--- src/logic/bts_pkg.sv ---
package bts_pkg;
	// ==========================================
	// trigger source selection
	typedef enum logic [1:0]
	{
		BTS_SRC_LEVEL = 2'b00,
		BTS_SRC_SOFT = 2'b01,
		BTS_SRC_EXT = 2'b10,
		BTS_SRC_NONE = 2'b11
	} bts_src_type;

	// ==========================================
	// input delay figures
	localparam int BTS_DELAY_STEP_PS = 78;
	localparam int BTS_DELAY_MAX_PS = 2400;
	localparam int BTS_DELAY_STEPS = BTS_DELAY_MAX_PS / BTS_DELAY_STEP_PS;
	localparam int BTS_DELAY_W = 5;
	localparam logic [BTS_DELAY_W-1:0] BTS_DELAY_TOP = BTS_DELAY_STEPS[BTS_DELAY_W-1:0];
	localparam logic [BTS_DELAY_W-1:0] BTS_DELAY_RESET = 5'h00;

	// ==========================================
	// clock figures
	localparam int BTS_CLK_MHZ = 100;
	localparam int BTS_LAT_W = 8;
	localparam logic [BTS_LAT_W-1:0] BTS_LAT_DEFAULT = 8'h10;
	localparam logic [BTS_LAT_W-1:0] BTS_LAT_ONE = 8'h01;
	localparam logic [BTS_LAT_W-1:0] BTS_LAT_ZERO = 8'h00;

	// ==========================================
	// captured trigger carrier
	typedef struct packed
	{
		logic hit;
		logic late_half;
	} bts_cap_type;

	// ==========================================
	// capture states
	typedef enum logic [1:0]
	{
		BTS_ST_IDLE = 2'b00,
		BTS_ST_WAIT = 2'b01,
		BTS_ST_PLAY = 2'b10
	} bts_state_type;
endpackage

--- src/logic/bts_sync2.sv ---
`timescale 1ns/1ps
module bts_sync2
#(
	parameter int WIDTH = 1
)
(
	input wire logic core_clk,
	input wire logic reset_n,
	input wire logic [WIDTH-1:0] async_in,
	output logic [WIDTH-1:0] sync_out
);
	// ==========================================
	// two stage synchroniser
	logic [WIDTH-1:0] meta_reg;
	logic [WIDTH-1:0] meta_next;
	logic [WIDTH-1:0] sync_reg;
	logic [WIDTH-1:0] sync_next;

	always_comb
	begin
		meta_next = async_in;
		sync_next = meta_reg;
		if (!reset_n)
		begin
			meta_next = '0;
			sync_next = '0;
		end
	end

	always_ff @(posedge core_clk)
	begin
		meta_reg <= meta_next;
		sync_reg <= sync_next;
	end

	assign sync_out = sync_reg;
endmodule

--- src/logic/bts_trigger.sv ---
`timescale 1ns/1ps
module bts_trigger
#(
	parameter logic [bts_pkg::BTS_LAT_W-1:0] LATENCY = bts_pkg::BTS_LAT_DEFAULT
)
(
	input wire logic core_clk,
	input wire logic reset_n,
	input wire logic is_master,
	input wire bts_pkg::bts_src_type src_sel,
	input wire logic level_hit,
	input wire logic soft_cmd,
	input wire logic ext_trig,
	input wire logic [1:0] trig_in_pair,
	input wire logic [bts_pkg::BTS_DELAY_W-1:0] nv_delay,
	input wire logic nv_valid,
	output logic trig_out,
	output logic [bts_pkg::BTS_DELAY_W-1:0] delay_tap,
	output logic play_start,
	output logic playing,
	output logic late_half
);
	// ==========================================
	// synchronise pin inputs
	logic [3:0] pins_sync;
	logic [1:0] pair_s;

	bts_sync2 #(.WIDTH(4)) u_sync
	(
		.core_clk(core_clk),
		.reset_n(reset_n),
		.async_in({ext_trig, nv_valid, trig_in_pair}),
		.sync_out(pins_sync)
	);
	assign pair_s = pins_sync[1:0];

	// ==========================================
	// trigger source and launch
	logic src_hit;
	logic src_prev_reg;
	logic src_prev_next;
	logic trig_out_reg;
	logic trig_out_next;

	always_comb
	begin
		unique case (src_sel)
			bts_pkg::BTS_SRC_LEVEL: src_hit = level_hit;
			bts_pkg::BTS_SRC_SOFT: src_hit = soft_cmd;
			bts_pkg::BTS_SRC_EXT: src_hit = pins_sync[3];
			bts_pkg::BTS_SRC_NONE: src_hit = 1'b0;
		endcase
		src_prev_next = src_hit;
		trig_out_next = is_master && src_hit && !src_prev_reg;
		if (!reset_n)
		begin
			src_prev_next = 1'b0;
			trig_out_next = 1'b0;
		end
	end

	always_ff @(posedge core_clk)
	begin
		src_prev_reg <= src_prev_next;
		trig_out_reg <= trig_out_next;
	end

	// ==========================================
	// input delay load at power-up
	logic [bts_pkg::BTS_DELAY_W-1:0] delay_reg;
	logic [bts_pkg::BTS_DELAY_W-1:0] delay_next;
	logic loaded_reg;
	logic loaded_next;

	always_comb
	begin
		delay_next = delay_reg;
		loaded_next = loaded_reg;
		if (!loaded_reg && pins_sync[2])
		begin
			delay_next = (nv_delay > bts_pkg::BTS_DELAY_TOP) ?
				bts_pkg::BTS_DELAY_TOP : nv_delay;
			loaded_next = 1'b1;
		end
		if (!reset_n)
		begin
			delay_next = bts_pkg::BTS_DELAY_RESET;
			loaded_next = 1'b0;
		end
	end

	always_ff @(posedge core_clk)
	begin
		delay_reg <= delay_next;
		loaded_reg <= loaded_next;
	end

	// ==========================================
	// capture and fixed latency start
	bts_pkg::bts_state_type state_reg;
	bts_pkg::bts_state_type state_next;
	bts_pkg::bts_cap_type cap;
	logic [1:0] pair_prev_reg;
	logic [1:0] pair_prev_next;
	logic [bts_pkg::BTS_LAT_W-1:0] cnt_reg;
	logic [bts_pkg::BTS_LAT_W-1:0] cnt_next;
	logic late_reg;
	logic late_next;
	logic start_reg;
	logic start_next;

	always_comb
	begin
		// both halves in one cycle; earliest rising half wins
		cap.hit = (pair_s[0] && !pair_prev_reg[1]) || (pair_s[1] && !pair_s[0]);
		cap.late_half = !(pair_s[0] && !pair_prev_reg[1]);
		pair_prev_next = pair_s;
		state_next = state_reg;
		cnt_next = cnt_reg;
		late_next = late_reg;
		start_next = 1'b0;
		unique case (state_reg)
			bts_pkg::BTS_ST_IDLE:
			begin
				if (cap.hit && loaded_reg)
				begin
					state_next = bts_pkg::BTS_ST_WAIT;
					cnt_next = LATENCY - bts_pkg::BTS_LAT_ONE;
					late_next = cap.late_half;
				end
			end
			bts_pkg::BTS_ST_WAIT:
			begin
				if (cnt_reg == bts_pkg::BTS_LAT_ZERO)
				begin
					state_next = bts_pkg::BTS_ST_PLAY;
					start_next = 1'b1;
				end
				else
				begin
					cnt_next = cnt_reg - bts_pkg::BTS_LAT_ONE;
				end
			end
			bts_pkg::BTS_ST_PLAY:
			begin
				if (cap.hit)
				begin
					state_next = bts_pkg::BTS_ST_WAIT;
					cnt_next = LATENCY - bts_pkg::BTS_LAT_ONE;
					late_next = cap.late_half;
				end
			end
			default: state_next = bts_pkg::BTS_ST_IDLE;
		endcase
		if (!reset_n)
		begin
			pair_prev_next = 2'b00;
			state_next = bts_pkg::BTS_ST_IDLE;
			cnt_next = bts_pkg::BTS_LAT_ZERO;
			late_next = 1'b0;
			start_next = 1'b0;
		end
	end

	always_ff @(posedge core_clk)
	begin
		pair_prev_reg <= pair_prev_next;
		state_reg <= state_next;
		cnt_reg <= cnt_next;
		late_reg <= late_next;
		start_reg <= start_next;
	end

	logic playing_reg;
	logic playing_next;
	always_comb
	begin
		playing_next = (state_next == bts_pkg::BTS_ST_PLAY);
		if (!reset_n)
		begin
			playing_next = 1'b0;
		end
	end
	always_ff @(posedge core_clk)
	begin
		playing_reg <= playing_next;
	end

	assign trig_out = trig_out_reg;
	assign delay_tap = delay_reg;
	assign play_start = start_reg;
	assign playing = playing_reg;
	assign late_half = late_reg;

	// ==========================================
	// checks
	localparam int START_CYCLES = LATENCY + 1;

	a_launch_edge: assert property (@(posedge core_clk) disable iff (!reset_n)
		trig_out |-> $past(is_master)) else $error("trigger out from non master");
	a_delay_range: assert property (@(posedge core_clk) disable iff (!reset_n)
		delay_tap <= bts_pkg::BTS_DELAY_TOP) else $error("delay tap out of range");
	a_delay_load: assert property (@(posedge core_clk) disable iff (!reset_n)
		(!loaded_reg && pins_sync[2]) |=> loaded_reg) else $error("delay not loaded");
	a_delay_hold: assert property (@(posedge core_clk) disable iff (!reset_n)
		$past(loaded_reg) && loaded_reg |-> $stable(delay_tap)) else $error("delay moved");
	a_start_latency: assert property (@(posedge core_clk) disable iff (!reset_n)
		(state_reg != bts_pkg::BTS_ST_WAIT && cap.hit && loaded_reg)
		|-> ##START_CYCLES play_start) else $error("latency not fixed");
	a_start_play: assert property (@(posedge core_clk) disable iff (!reset_n)
		play_start |-> playing) else $error("start without play");
	a_early_half: assert property (@(posedge core_clk) disable iff (!reset_n)
		(state_reg != bts_pkg::BTS_ST_WAIT && loaded_reg && pair_s[0] && !pair_prev_reg[1])
		|=> !late_half) else $error("early half not flagged");
	a_late_half: assert property (@(posedge core_clk) disable iff (!reset_n)
		(state_reg != bts_pkg::BTS_ST_WAIT && loaded_reg && pair_s == 2'b10)
		|=> late_half) else $error("late half not flagged");
endmodule

--- config.mk ---
export PLATFORM = sky130hd
export DESIGN_NAME = bts_trigger
export DESIGN_NICKNAME = d
export VERILOG_FILES = /design/src/logic/bts_pkg.sv /design/src/logic/bts_sync2.sv /design/src/logic/bts_trigger.sv
export SDC_FILE = /design/constraint.sdc
export NUM_CORES = 1
export LEC_CHECK = 0
export ABC_AREA = 0
export BUFFER_PORTS_ARGS = -buffer_cell sky130_fd_sc_hd__buf_2
export CORE_ASPECT_RATIO = 1.75
export CORE_UTILIZATION = 40
export DETAILED_ROUTE_END_ITERATION = 16
export HOLD_SLACK_MARGIN = 0.15
export SYNTH_ARGS = -nofsm -noshare
export SYNTH_HDL_FRONTEND = slang
export SYNTH_SLANG_ARGS = --single-unit
--- constraint.sdc ---
create_clock -name core_clk -period 3.2 [get_ports core_clk]
set_clock_uncertainty 0.1 [all_clocks]
set_input_delay 0.16 -clock core_clk [delete_from_list [all_inputs] [get_ports core_clk]]
set_output_delay 0.16 -clock core_clk [all_outputs]
set_load 0.01 [all_outputs]
==> metrics.log, run 1 <==
INFO  metric worstPathRequired = 3290 ps
INFO  metric num_vias = 947
INFO  metric max_cap_violations = 0
INFO  metric rsz_0062_raised_after_global_routing = false
INFO  metric layout_commonest_cell = sky130_fd_sc_hd__dfxtp_1
INFO  metric cp_max_fo = 12
INFO  metric grt_antenna_before_repair = 0
INFO  metric period_share = 58.04%
INFO  metric critical_path.reg2reg.startpoint = cnt_reg[0]
INFO  metric power_report.internal_total = 672.9 µW
INFO  metric detailed_route_vias_per_instance = 5.064
INFO  metric timing_hold_violations_final = 0
INFO  metric grt_pass1_wl = 4015 µm
INFO  metric clock_sinks = 30
INFO  metric final-instance-count-excl-fill = 187
INFO  metric crit_path_cell_trace = inv_1 -> ha_1 -> nor3b_2 -> a21boi_2 -> a211oi_1 -> a311oi_1
INFO  metric synth_nets = 133
INFO  metric seq_power_share = 46.7%
INFO  metric ir_drop = 324.0 µV
INFO  metric drt-initial-drc-count = 12
INFO  metric post-dp-hpwl = 1565 µm
INFO  metric synth-main-ff-cell = sky130_fd_sc_hd__dfxtp_1
INFO  metric port_buffers = 24
INFO  metric global_route.overflow_total = 0
INFO  metric gp_congestion = 0.7969
INFO  metric core_area = 0.002721 mm²
INFO  metric cts.path.max_buffers = 2
INFO  metric worst-r2r-cell-count = 6
INFO  metric synth_async_sr_flop_share = 0%
INFO  metric clkTransAtPathRegs = 60 ps
INFO  metric worstMarginPinSlew = 578.0 ps
INFO  metric timing.slew.headroom = 61.17%
INFO  metric antenna_violating_nets_post_route = 0
INFO  metric run_status = complete, no violations
INFO  metric chipWidth = 42.66 µm
INFO  metric timing.critical_path.arrival = 1940 ps
INFO  metric worst_setup_path_type = flop to flop
INFO  metric synth.lib_cells_used.distinct = 30
INFO  metric num_rows = 25
INFO  metric drive_gt1_share = 23.13%
INFO  metric synthToLayoutAreaGrowth = 36.65%
INFO  metric fmax = 538.4 MHz
INFO  metric area_of_the_mapped_netlist = 0.001157 mm²
INFO  metric initial_utilization = 42.53%
INFO  metric postSynthCellCount = 115
INFO  metric cts_root_buffer = sky130_fd_sc_hd__clkbuf_8
INFO  metric fin_tns_setup = 0 ps
INFO  metric pin_count = 25
INFO  metric grtUsageMet2 = 30.98%
INFO  metric design.die.area = 0.003121 mm²
INFO  metric switching_fraction_of_total_power = 19.66%
INFO  metric p_leak = 0.6547 nW
INFO  metric synthesis.yosys.warnings = 0
INFO  metric clock_power_share = 45.1%
INFO  metric final_nets = 178
INFO  metric power.density_cell_area = 529.6 mW/mm²
INFO  metric hold_path_depth = 4
INFO  metric cts_tree = built
INFO  metric comb_pwr_share = 8.2%
INFO  metric avgRoutedWirePerCell = 12.41 µm
INFO  metric worst_setup_path_start_kind = flop
INFO  metric final_wl = 2320 µm
INFO  metric cts_post_setup_buffers_inserted = 0
INFO  metric synth_sequential_area_ratio = 51.89%
INFO  metric slew_violations = 0
INFO  metric cts_buffers = 5
INFO  metric number_of_global_route_vias_before_repair = 1007
INFO  metric place.detailed.instances = 162
INFO  metric layout.cells.most_common_list = 30 x sky130_fd_sc_hd__dfxtp_1, 24 x sky130_fd_sc_hd__buf_2, 18 x sky130_fd_sc_hd__dlygate4sd3_1
INFO  metric iteration_count_of_the_initial_detailed_routing_pass = 2
INFO  metric worstSetupEndpointType = flop
INFO  metric die-height = 73.16 µm
INFO  metric grt_util_all_layers = 17.57%
INFO  metric met1_global_route_usage = 15.66%
INFO  metric worst_path_largest_cell_delay = 420 ps
INFO  metric r2r_slack = 1340 ps
INFO  metric grt-busiest-layer = met2
INFO  metric startpoint = cnt_reg[0]
INFO  metric cts.htree.levels = 2
INFO  metric critical_path.slowest_cell = sky130_fd_sc_hd__a21boi_2
INFO  metric critical_path.reg2reg.endpoint = cnt_reg[3]
INFO  metric switching_power = 164.6 µW
INFO  metric holdPathEnd = trig_out
INFO  metric drc_errors = 0
INFO  metric register_bit_total_from_synthesis = 30
INFO  metric antennaDiodeCount = 0
INFO  metric postLayoutCoreUtil = 58.11%
INFO  metric grt.met3_usage = 5.693%
INFO  metric synth-edff-count = 0
INFO  metric min-delay-start = src_sel[0]
INFO  metric setup_viol = 0
INFO  metric fin_crit = 1857 ps
INFO  metric largest_net_degree_at_the_start_of_global_routing = 17
INFO  metric totalPowerFinal = 837.5 µW
INFO  metric hold_path_class = input pin to flop
INFO  metric largest_register_ffs = 8
INFO  metric clock_insertion_delay_worst_skew = 280 ps
INFO  metric syn_area_per_cell = 10.06 µm²
[how the worst max path moves through the flow]
stage	endpoint	slack [ps]	cells after the start
CTS	src_prev_reg	1330	5
global placement	cnt_reg[2]	1480	6
floorplan	cnt_reg[0]	1720	7
detailed placement	cnt_reg[3]	1360	6
global route	cnt_reg[3]	1180	6
finish	cnt_reg[3]	1340	6
[cells in the mapped netlist, types with 3 or more instances]
library cell | count | area [µm²]
sky130_fd_sc_hd__nor3_1 | 4 | 20.02
sky130_fd_sc_hd__dfxtp_1 | 30 | 600.6
sky130_fd_sc_hd__mux2i_1 | 5 | 50.05
sky130_fd_sc_hd__a21oi_1 | 8 | 40.04
sky130_fd_sc_hd__a211oi_1 | 5 | 37.54
sky130_fd_sc_hd__nand3_1 | 3 | 15.01
sky130_fd_sc_hd__and2_1 | 9 | 56.30
sky130_fd_sc_hd__inv_1 | 4 | 15.01
sky130_fd_sc_hd__clkbuf_1 | 3 | 11.26
sky130_fd_sc_hd__nand2b_1 | 3 | 18.77
sky130_fd_sc_hd__nor2_1 | 13 | 48.80
[stage by stage]
step	hold WS, ps	worst slack (ps)	cell area (µm²)
after detailed placement	269.8	1361	1289
after floorplan	187.3	1716	1157
after global placement	267.6	1476	1289
after global routing	281.9	1183	1582
final	239.8	1343	1582
after CTS	233.5	1333	1582
[cells by family (layout without fill, tap and decap cells)]
group | count (synthesis) | count (layout) | synth area share, %
simple gates | 48 | 48 | 25.30
xor+xnor | 2 | 2 | 1.514
compound gates | 20 | 20 | 11.57
flops | 30 | 30 | 51.89
buf+inv | 8 | 53 | 3.243
fa+ha+maj | 2 | 2 | 2.162
mux | 5 | 5 | 4.324
[critical path, delay by kind of cell, from the launching register on]
family,cells,cell delay [ps]
buffers and inverters,1,80
adders and majority gates,1,190
and+or+nand+nor,1,180
DFF,1,380
AOI/OAI and AO/OA,3,830
[metal layers]
layer  vias up  part of all wire [%]  wire length [µm]
met5         -                     0                 0
met4         0                   3.0                70
met1       435                    39               896
met3         4                   4.0                93
li1        488                     -                 -
met2        20                    54              1260
[power by group through the flow]
stage | clock [mW] | combinational [mW] | sequential [mW]
global placement | 0 | 0.0505 | 0.399
floorplan | 0 | 0.0325 | 0.399
finish | 0.378 | 0.0686 | 0.391
CTS | 0.389 | 0.0689 | 0.391
global route | 0.405 | 0.0767 | 0.392
detailed placement | 0 | 0.0525 | 0.399
[layout make-up]
| type | instances | area, µm² |
|---|---|---|
| Timing Repair Buffer | 42 | 300.3 |
| Fill cell | 244 | 1140 |
| Clock buffer | 6 | 82.58 |
| Sequential cell | 30 | 600.6 |
| Multi-Input combinational cell | 77 | 519.2 |
| Tap cell | 27 | 33.78 |
| Inverter | 4 | 15.01 |
| Clock inverter | 1 | 30.03 |
[timing repair]
| action | 4_1_cts | 5_1_grt |
|---|---|---|
| setup endpoints to repair | 0 | 0 |
| hold endpoints to repair | 16 | 0 |
| hold buffers | 18 | 0 |
| resized for setup | 0 | 0 |
Power figures use the tool's default switching activity.
==> run 2: changes to the inputs <==
==> constraint.sdc (replaced) <==
create_clock -name core_clk -period 1.9 [get_ports core_clk]
set_clock_uncertainty 0.1 [all_clocks]
set_input_delay 0.095 -clock core_clk [delete_from_list [all_inputs] [get_ports core_clk]]
set_output_delay 0.095 -clock core_clk [all_outputs]
set_load 0.01 [all_outputs]
==> run 2 against run 1 <==
Compared with the run above: sequential share of layout area decreased by 0.68 points; register-to-register slack got worse by 1100 ps; highest routed layer unchanged; total power increased by 62%.
==> metrics.log, run 2 (same netlist as run 1, synthesis figures left out) <==
INFO  metric period_share = 99.41%
INFO  metric pin_count = 25 (unchanged)
INFO  metric layout_commonest_cell = sky130_fd_sc_hd__dfxtp_1 (unchanged)
INFO  metric synthToLayoutAreaGrowth = 39.13% (was 36.65%)
INFO  metric cp_max_fo = 2 (was 12)
INFO  metric drt-initial-drc-count = 14 (was 12)
INFO  metric critical_path.reg2reg.startpoint = cnt_reg[0] (unchanged)
INFO  metric chipWidth = 42.66 µm (unchanged)
INFO  metric clock_sinks = 30 (unchanged)
INFO  metric gp_congestion = 0.7739 (was 0.7969)
INFO  metric setup_viol = 0 (unchanged)
INFO  metric die-height = 73.16 µm (unchanged)
INFO  metric layout.filler_cells = 236 (was 244)
INFO  metric cts.path.max_buffers = 2 (unchanged)
INFO  metric global_route.overflow_total = 0 (unchanged)
INFO  metric layout.cells.most_common_list = 30 x sky130_fd_sc_hd__dfxtp_1, 24 x sky130_fd_sc_hd__buf_2, 19 x sky130_fd_sc_hd__dlygate4sd3_1 (was 30 x sky130_fd_sc_hd__dfxtp_1, 24 x sky130_fd_sc_hd__buf_2, 18 x sky130_fd_sc_hd__dlygate4sd3_1)
INFO  metric fmax = 529.4 MHz
INFO  metric dp_slack = 101.5 ps (was 1361 ps)
INFO  metric timing.slew.headroom = 66.23% (was 61.17%)
INFO  metric cts_buffers = 5 (unchanged)
INFO  metric grt_util_all_layers = 16.27% (was 17.57%)
INFO  metric worstPathRequired = 2020 ps (was 3290 ps)
INFO  metric grt.met3_usage = 5.198% (was 5.693%)
INFO  metric cts_tree = built (unchanged)
INFO  metric avgRoutedWirePerCell = 11.68 µm (was 12.41 µm)
INFO  metric clkTransAtPathRegs = 60 ps (about the same)
INFO  metric slew_violations = 0 (unchanged)
INFO  metric antennaDiodeCount = 0 (unchanged)
INFO  metric port_buffers = 24 (unchanged)
INFO  metric rsz_0062_raised_after_global_routing = true (was false)
INFO  metric antenna_violating_nets_post_route = 0 (unchanged)
INFO  metric largest_net_degree_at_the_start_of_global_routing = 17 (unchanged)
INFO  metric worstMarginPinSlew = 506.0 ps (was 578.0 ps)
INFO  metric grtUsageMet2 = 29.80% (was 30.98%)
INFO  metric detailed_route_vias_per_instance = 5.021 (was 5.064)
INFO  metric num_vias = 954 (was 947)
INFO  metric num_rows = 25 (unchanged)
INFO  metric iteration_count_of_the_initial_detailed_routing_pass = 4 (was 2)
INFO  metric fin_ws = 11.18 ps (was 1343 ps)
INFO  metric cts_root_buffer = sky130_fd_sc_hd__clkbuf_8 (unchanged)
INFO  metric totalPowerFinal = 1.357 mW (was 837.5 µW)
INFO  metric clock_insertion_delay_worst_skew = 270 ps (was 280 ps)
INFO  metric worstSetupEndpointType = flop (unchanged)
INFO  metric p_leak = 0.6605 nW (was 0.6547 nW)
INFO  metric final_wl = 2219 µm (was 2320 µm)
INFO  metric drc_errors = 0 (unchanged)
INFO  metric core_area = 0.002721 mm² (unchanged)
INFO  metric design.die.area = 0.003121 mm² (unchanged)
INFO  metric holdWs = 333.7 ps (was 239.8 ps)
INFO  metric startpoint = src_sel[0] (was cnt_reg[0])
INFO  metric run_status = complete, no violations (unchanged)
INFO  metric r2r_slack = 200 ps (was 1340 ps)
INFO  metric largest_register_ffs = 8 (unchanged)
INFO  metric met1_global_route_usage = 15.06% (was 15.66%)
INFO  metric worst_setup_path_start_kind = input pin (was flop)
INFO  metric grt_antenna_before_repair = 0 (unchanged)
INFO  metric timing.critical_path.arrival = 2010 ps (was 1940 ps)
INFO  metric hold_path_class = flop to flop (was input pin to flop)
INFO  metric critical_path.reg2reg.endpoint = cnt_reg[3] (unchanged)
INFO  metric final_nets = 180 (was 178)
INFO  metric grt-busiest-layer = met2 (unchanged)
INFO  metric worst-r2r-cell-count = 6 (unchanged)
INFO  metric initial_utilization = 42.53% (unchanged)
INFO  metric max_cap_violations = 0 (unchanged)
INFO  metric worst_setup_path_type = input pin to flop (was flop to flop)
INFO  metric drive_gt1_share = 25.15% (was 23.13%)
INFO  metric cts.htree.levels = 2 (unchanged)
INFO  metric post-dp-hpwl = 1520 µm (was 1565 µm)
INFO  metric fin_crit = 1889 ps
INFO  metric number_of_global_route_vias_before_repair = 957 (was 1007)
INFO  metric setup.worst_path.end = trig_out (was cnt_reg[3])
INFO  metric timing_hold_violations_final = 0 (unchanged)
INFO  metric grt_pass1_wl = 3795 µm (was 4015 µm)
INFO  metric ir_drop = 736.4 µV (was 324.0 µV)
INFO  metric power.density_cell_area = 842.8 mW/mm² (was 529.6 mW/mm²)
-- run 2: cell types whose count changed in the layout (fill, tap and decap cells not counted), sizes merged --
cell,before,now
clkbuf,6,8
buf,24,25
dlygate4sd3,18,19
bufinv,1,0
-- run 2: layout make-up --
type	instances	area, µm²	area share [%]
sequential	30	600.6	37.30
multi-input combinational	77	533.0	33.10
timing repair buffer	44	317.8	19.74
clock buffer	8	110.1	6.838
tap	27	33.78	2.098
inverter	4	15.01	0.9324
-- run 2: stage by stage --
| stage | instances | instance area [µm²] | util, % | setup TNS, ps |
|---|---|---|---|---|
| after floorplan | 115 | 1157 | - | 0 |
| after global placement | 163 | 1296 | 47.63 | 0 |
| after detailed placement | 163 | 1296 | 47.63 | 0 |
| after CTS | 190 | 1597 | 58.67 | 0 |
| after global routing | 190 | 1610 | 59.17 | -72.90 |
| final | 190 | 1610 | 59.17 | 0 |
-- run 2: layer usage --
layer | wire (µm) | share of wire, %
met1 | 899 | 41
met2 | 1197 | 54
met3 | 78 | 3.5
met4 | 44 | 2.0
met5 | 0 | 0
-- run 2: worst min path at each step --
stage | from | end | slack, ps | cells past startpoint
2_1_floorplan | trig_in_pair[0] | u_sync.meta_reg[0] | 120 | 1
3_3_place_gp | nv_valid | u_sync.meta_reg[2] | 200 | 2
3_5_place_dp | ext_trig | u_sync.meta_reg[3] | 200 | 2
4_1_cts | u_sync.meta_reg[3] | u_sync.sync_out[3] | 340 | 1
5_1_grt | u_sync.meta_reg[3] | u_sync.sync_out[3] | 350 | 1
6_report | u_sync.meta_reg[3] | u_sync.sync_out[3] | 330 | 1
-- run 2: repair_timing --
item	CTS	global route
endpoints found under the hold margin	20	0
endpoints found under the setup margin	0	4
setup buffers	0	0
hold buffers	19	0
resized for setup	0	3
-- run 2: critical path, cell delays in order --
cell and delay, ps:
sky130_fd_sc_hd__dlygate4sd3_1 530, sky130_fd_sc_hd__buf_2 130, sky130_fd_sc_hd__mux2i_1 100, sky130_fd_sc_hd__or2_2 260, sky130_fd_sc_hd__dlygate4sd3_1 580, sky130_fd_sc_hd__a21oi_2 150
sky130_fd_sc_hd__and3b_1 160
-- run 2: power by group --
part	total, mW	internal (mW)	switching, mW
logic	0.122	0.0706	0.0513
registers	0.658	0.649	0.00980
clock network	0.577	0.365	0.212
==> run 3: changes to the inputs <==
--- a/config.mk
+++ b/config.mk
@@ -8,9 +8,10 @@
 export ABC_AREA = 0
 export BUFFER_PORTS_ARGS = -buffer_cell sky130_fd_sc_hd__buf_2
 export CORE_ASPECT_RATIO = 1.75
-export CORE_UTILIZATION = 40
+export CORE_UTILIZATION = 45
 export DETAILED_ROUTE_END_ITERATION = 16
 export HOLD_SLACK_MARGIN = 0.15
+export PLACE_DENSITY = 0.68
 export SYNTH_ARGS = -nofsm -noshare
 export SYNTH_HDL_FRONTEND = slang
 export SYNTH_SLANG_ARGS = --single-unit
==> run 3 against run 2 <==
Compared with the run above: non-clock buffer count is 1 lower; sequential share of layout area is 0.71 points higher; sequential cell count stayed put; largest cell class unchanged.
==> metrics.log, run 3 (same netlist as run 1, synthesis figures left out) <==
INFO  metric cts.htree.levels = 2 (unchanged)
INFO  metric dpl-instance-area = 0.001295 mm² (was 0.001296 mm²)
INFO  metric clkTransAtPathRegs = 60 ps (about the same)
INFO  metric cts.path.max_buffers = 2 (unchanged)
INFO  metric antennaDiodeCount = 0 (unchanged)
INFO  metric ir_drop = 622.7 µV (was 736.4 µV)
INFO  metric timing_hold_violations_final = 0 (unchanged)
INFO  metric core_area = 0.002462 mm² (was 0.002721 mm²)
INFO  metric slew_violations = 0 (unchanged)
INFO  metric global_route.overflow_total = 0 (unchanged)
INFO  metric totalPowerFinal = 1.293 mW (was 1.357 mW)
INFO  metric cts_root_buffer = sky130_fd_sc_hd__clkbuf_8 (unchanged)
INFO  metric rsz_0062_raised_after_global_routing = false (was true)
INFO  metric fmax = 588.6 MHz (was 529.4 MHz)
INFO  metric cp_max_fo = 12 (was 2)
INFO  metric worst_setup_path_type = flop to flop (was input pin to flop)
INFO  metric max_cap_violations = 0 (unchanged)
INFO  metric period_share = 89.43% (was 99.41%)
INFO  metric switching_power = 284.1 µW (was 273.0 µW)
INFO  metric worst-r2r-cell-count = 6 (unchanged)
INFO  metric worstSetupEndpointType = flop (unchanged)
INFO  metric worstPathRequired = 1990 ps (was 2020 ps)
INFO  metric drc_errors = 0 (unchanged)
INFO  metric fin_tns_setup = 0 ps (unchanged)
INFO  metric p_leak = 0.6484 nW (was 0.6605 nW)
INFO  metric power_report.internal_total = 1.009 mW (was 1.084 mW)
INFO  metric top_signal_layer_used = met4 (unchanged)
INFO  metric setup_viol = 0 (unchanged)
INFO  metric grt_antenna_before_repair = 0 (unchanged)
INFO  metric run_status = complete, no violations (unchanged)
INFO  metric wl_met3 = 92 µm (was 78 µm)
INFO  metric cts_post_setup_buffers_inserted = 0 (unchanged)
INFO  metric grt_util_all_layers = 19.62% (was 16.27%)
INFO  metric switching_fraction_of_total_power = 21.97% (was 20.11%)
INFO  metric clock_power_share = 39.7% (was 42.5%)
INFO  metric cts_buffers = 5 (unchanged)
INFO  metric number_of_global_route_vias_before_repair = 900 (was 957)
INFO  metric final_wl = 2336 µm (was 2219 µm)
INFO  metric layout_commonest_cell = sky130_fd_sc_hd__dfxtp_1 (unchanged)
INFO  metric worstMarginPinSlew = 512.0 ps (was 506.0 ps)
INFO  metric final_nets = 179 (was 180)
INFO  metric synthToLayoutAreaGrowth = 36.54% (was 39.13%)
INFO  metric avgRoutedWirePerCell = 12.43 µm (was 11.68 µm)
INFO  metric drive_gt1_share = 24.69% (was 25.15%)
INFO  metric dr_wl_met2 = 1280 µm (was 1197 µm)
INFO  metric design.die.area = 0.002787 mm² (was 0.003121 mm²)
INFO  metric antenna_violating_nets_post_route = 0 (unchanged)
INFO  metric critical_path.slowest_cell = sky130_fd_sc_hd__dfxtp_1 (was sky130_fd_sc_hd__dlygate4sd3_1)
INFO  metric timing.slew.headroom = 65.83% (was 66.23%)
INFO  metric clock_insertion_delay_worst_skew = 280 ps (was 270 ps)
INFO  metric fin_crit = 1699 ps (was 1889 ps)
INFO  metric layout.cells.most_common_list = 30 x sky130_fd_sc_hd__dfxtp_1, 24 x sky130_fd_sc_hd__buf_2, 18 x sky130_fd_sc_hd__dlygate4sd3_1 (was 30 x sky130_fd_sc_hd__dfxtp_1, 24 x sky130_fd_sc_hd__buf_2, 19 x sky130_fd_sc_hd__dlygate4sd3_1)
INFO  metric iteration_count_of_the_initial_detailed_routing_pass = 4 (unchanged)
INFO  metric num_vias = 957 (was 954)
INFO  metric hold_path_depth = 4 (was 1)
INFO  metric die-height = 69.09 µm (was 73.16 µm)
INFO  metric largest_register_ffs = 8 (unchanged)
INFO  metric chipWidth = 40.34 µm (was 42.66 µm)
INFO  metric crit_path_cell_trace = inv_1 -> ha_1 -> nor3b_2 -> a21boi_4 -> a211oi_1 -> a311oi_1 (was dlygate4sd3_1 -> buf_2 -> mux2i_1 -> or2_2 -> dlygate4sd3_1 -> a21oi_2 -> and3b_1)
INFO  metric worst_path_largest_cell_delay = 370 ps (was 580 ps)
INFO  metric num_rows = 24 (was 25)
INFO  metric detailed_route_vias_per_instance = 5.090 (was 5.021)
INFO  metric worst_setup_path_start_kind = flop (was input pin)
INFO  metric cts_tree = built (unchanged)
INFO  metric drt-initial-drc-count = 12 (was 14)
INFO  metric pin_count = 25 (unchanged)
INFO  metric final_area = 0.001580 mm² (was 0.001610 mm²)
INFO  metric clock_sinks = 30 (unchanged)
INFO  metric comb_pwr_share = 9.3% (was 9.0%)
INFO  metric largest_net_degree_at_the_start_of_global_routing = 17 (unchanged)
INFO  metric seq_power_share = 51.0% (was 48.5%)
INFO  metric initial_utilization = 47.00% (was 42.53%)
INFO  metric drt-met1-wl = 901 µm (was 899 µm)
INFO  metric power.density_cell_area = 818.2 mW/mm² (was 842.8 mW/mm²)
INFO  metric port_buffers = 24 (unchanged)
INFO  metric gp_congestion = 0.8407 (was 0.7739)
INFO  metric timing.critical_path.arrival = 1790 ps (was 2010 ps)
INFO  metric post-dp-hpwl = 1548 µm (was 1520 µm)
INFO  metric hold_path_class = input pin to flop (was flop to flop)
INFO  metric grt_pass1_wl = 3691 µm (was 3795 µm)
run 3: final timing paths:
| path | startpoint | endpoint | slack (ps) |
|---|---|---|---|
| worst max-delay path | cnt_reg[0] | cnt_reg[3] | 200 |
| worst min-delay path | level_hit | src_prev_reg | 140 |
| worst max register to register | cnt_reg[0] | cnt_reg[3] | 200 |
| worst min register to register | u_sync.meta_reg[1] | u_sync.sync_out[1] | 330 |
run 3: what timing repair did:
| item | CTS | global route |
|---|---|---|
| hold buffers | 19 | 0 |
| endpoints found under the setup margin | 0 | 7 |
| hold endpoints to repair | 20 | 0 |
| gates resized for setup | 0 | 3 |
run 3: critical path: cells and delay by family, from the launching register on:
family	cells	cell delay, ps
AO/OA/AOI/OAI	3	680
buffers and inverters	1	80
adder cells (fa/ha/maj)	1	190
flip-flops	1	370
AND/OR/NAND/NOR	1	190
run 3: per-stage QoR:
| stage | std cells | utilization, % | hold slack (ps) | setup slack (ps) |
|---|---|---|---|---|
| 2_1_floorplan | 115 | - | 122.3 | 415.8 |
| 3_3_place_gp | 162 | 52.59 | 200.6 | 194.3 |
| 3_5_place_dp | 162 | 52.59 | 206.3 | 101.3 |
| 4_1_cts | 189 | 64.02 | 333.5 | 42.66 |
| 5_1_grt | 188 | 64.18 | 179.4 | 21.98 |
| 6_report | 188 | 64.18 | 136.8 | 200.9 |
run 3: layer usage:
| metal | vias up | global-route usage (%) |
|---|---|---|
| li1 | 489 | - |
| met1 | 440 | 19.83 |
| met2 | 21 | 31.39 |
| met3 | 7 | 8.682 |
| met4 | 0 | 10.00 |
| met5 | - | 0 |
run 3: area by class of cell:
class	count	area, µm²
clock inverters	1	5.005
clock buffers	7	86.33
multi-input cells	77	533.0
inverters	4	15.01
fillers	220	882.1
repair buffers	43	307.8
well taps	26	32.53
flip-flops and latches	30	600.6
run 3: power by group through the flow:
stage	logic, mW	clock network (mW)	registers [mW]
final	0.121	0.513	0.659
after global routing	0.136	0.560	0.661
after CTS	0.120	0.531	0.659
after detailed placement	0.0905	0	0.672
after global placement	0.0861	0	0.672
after floorplan	0.0547	0	0.673
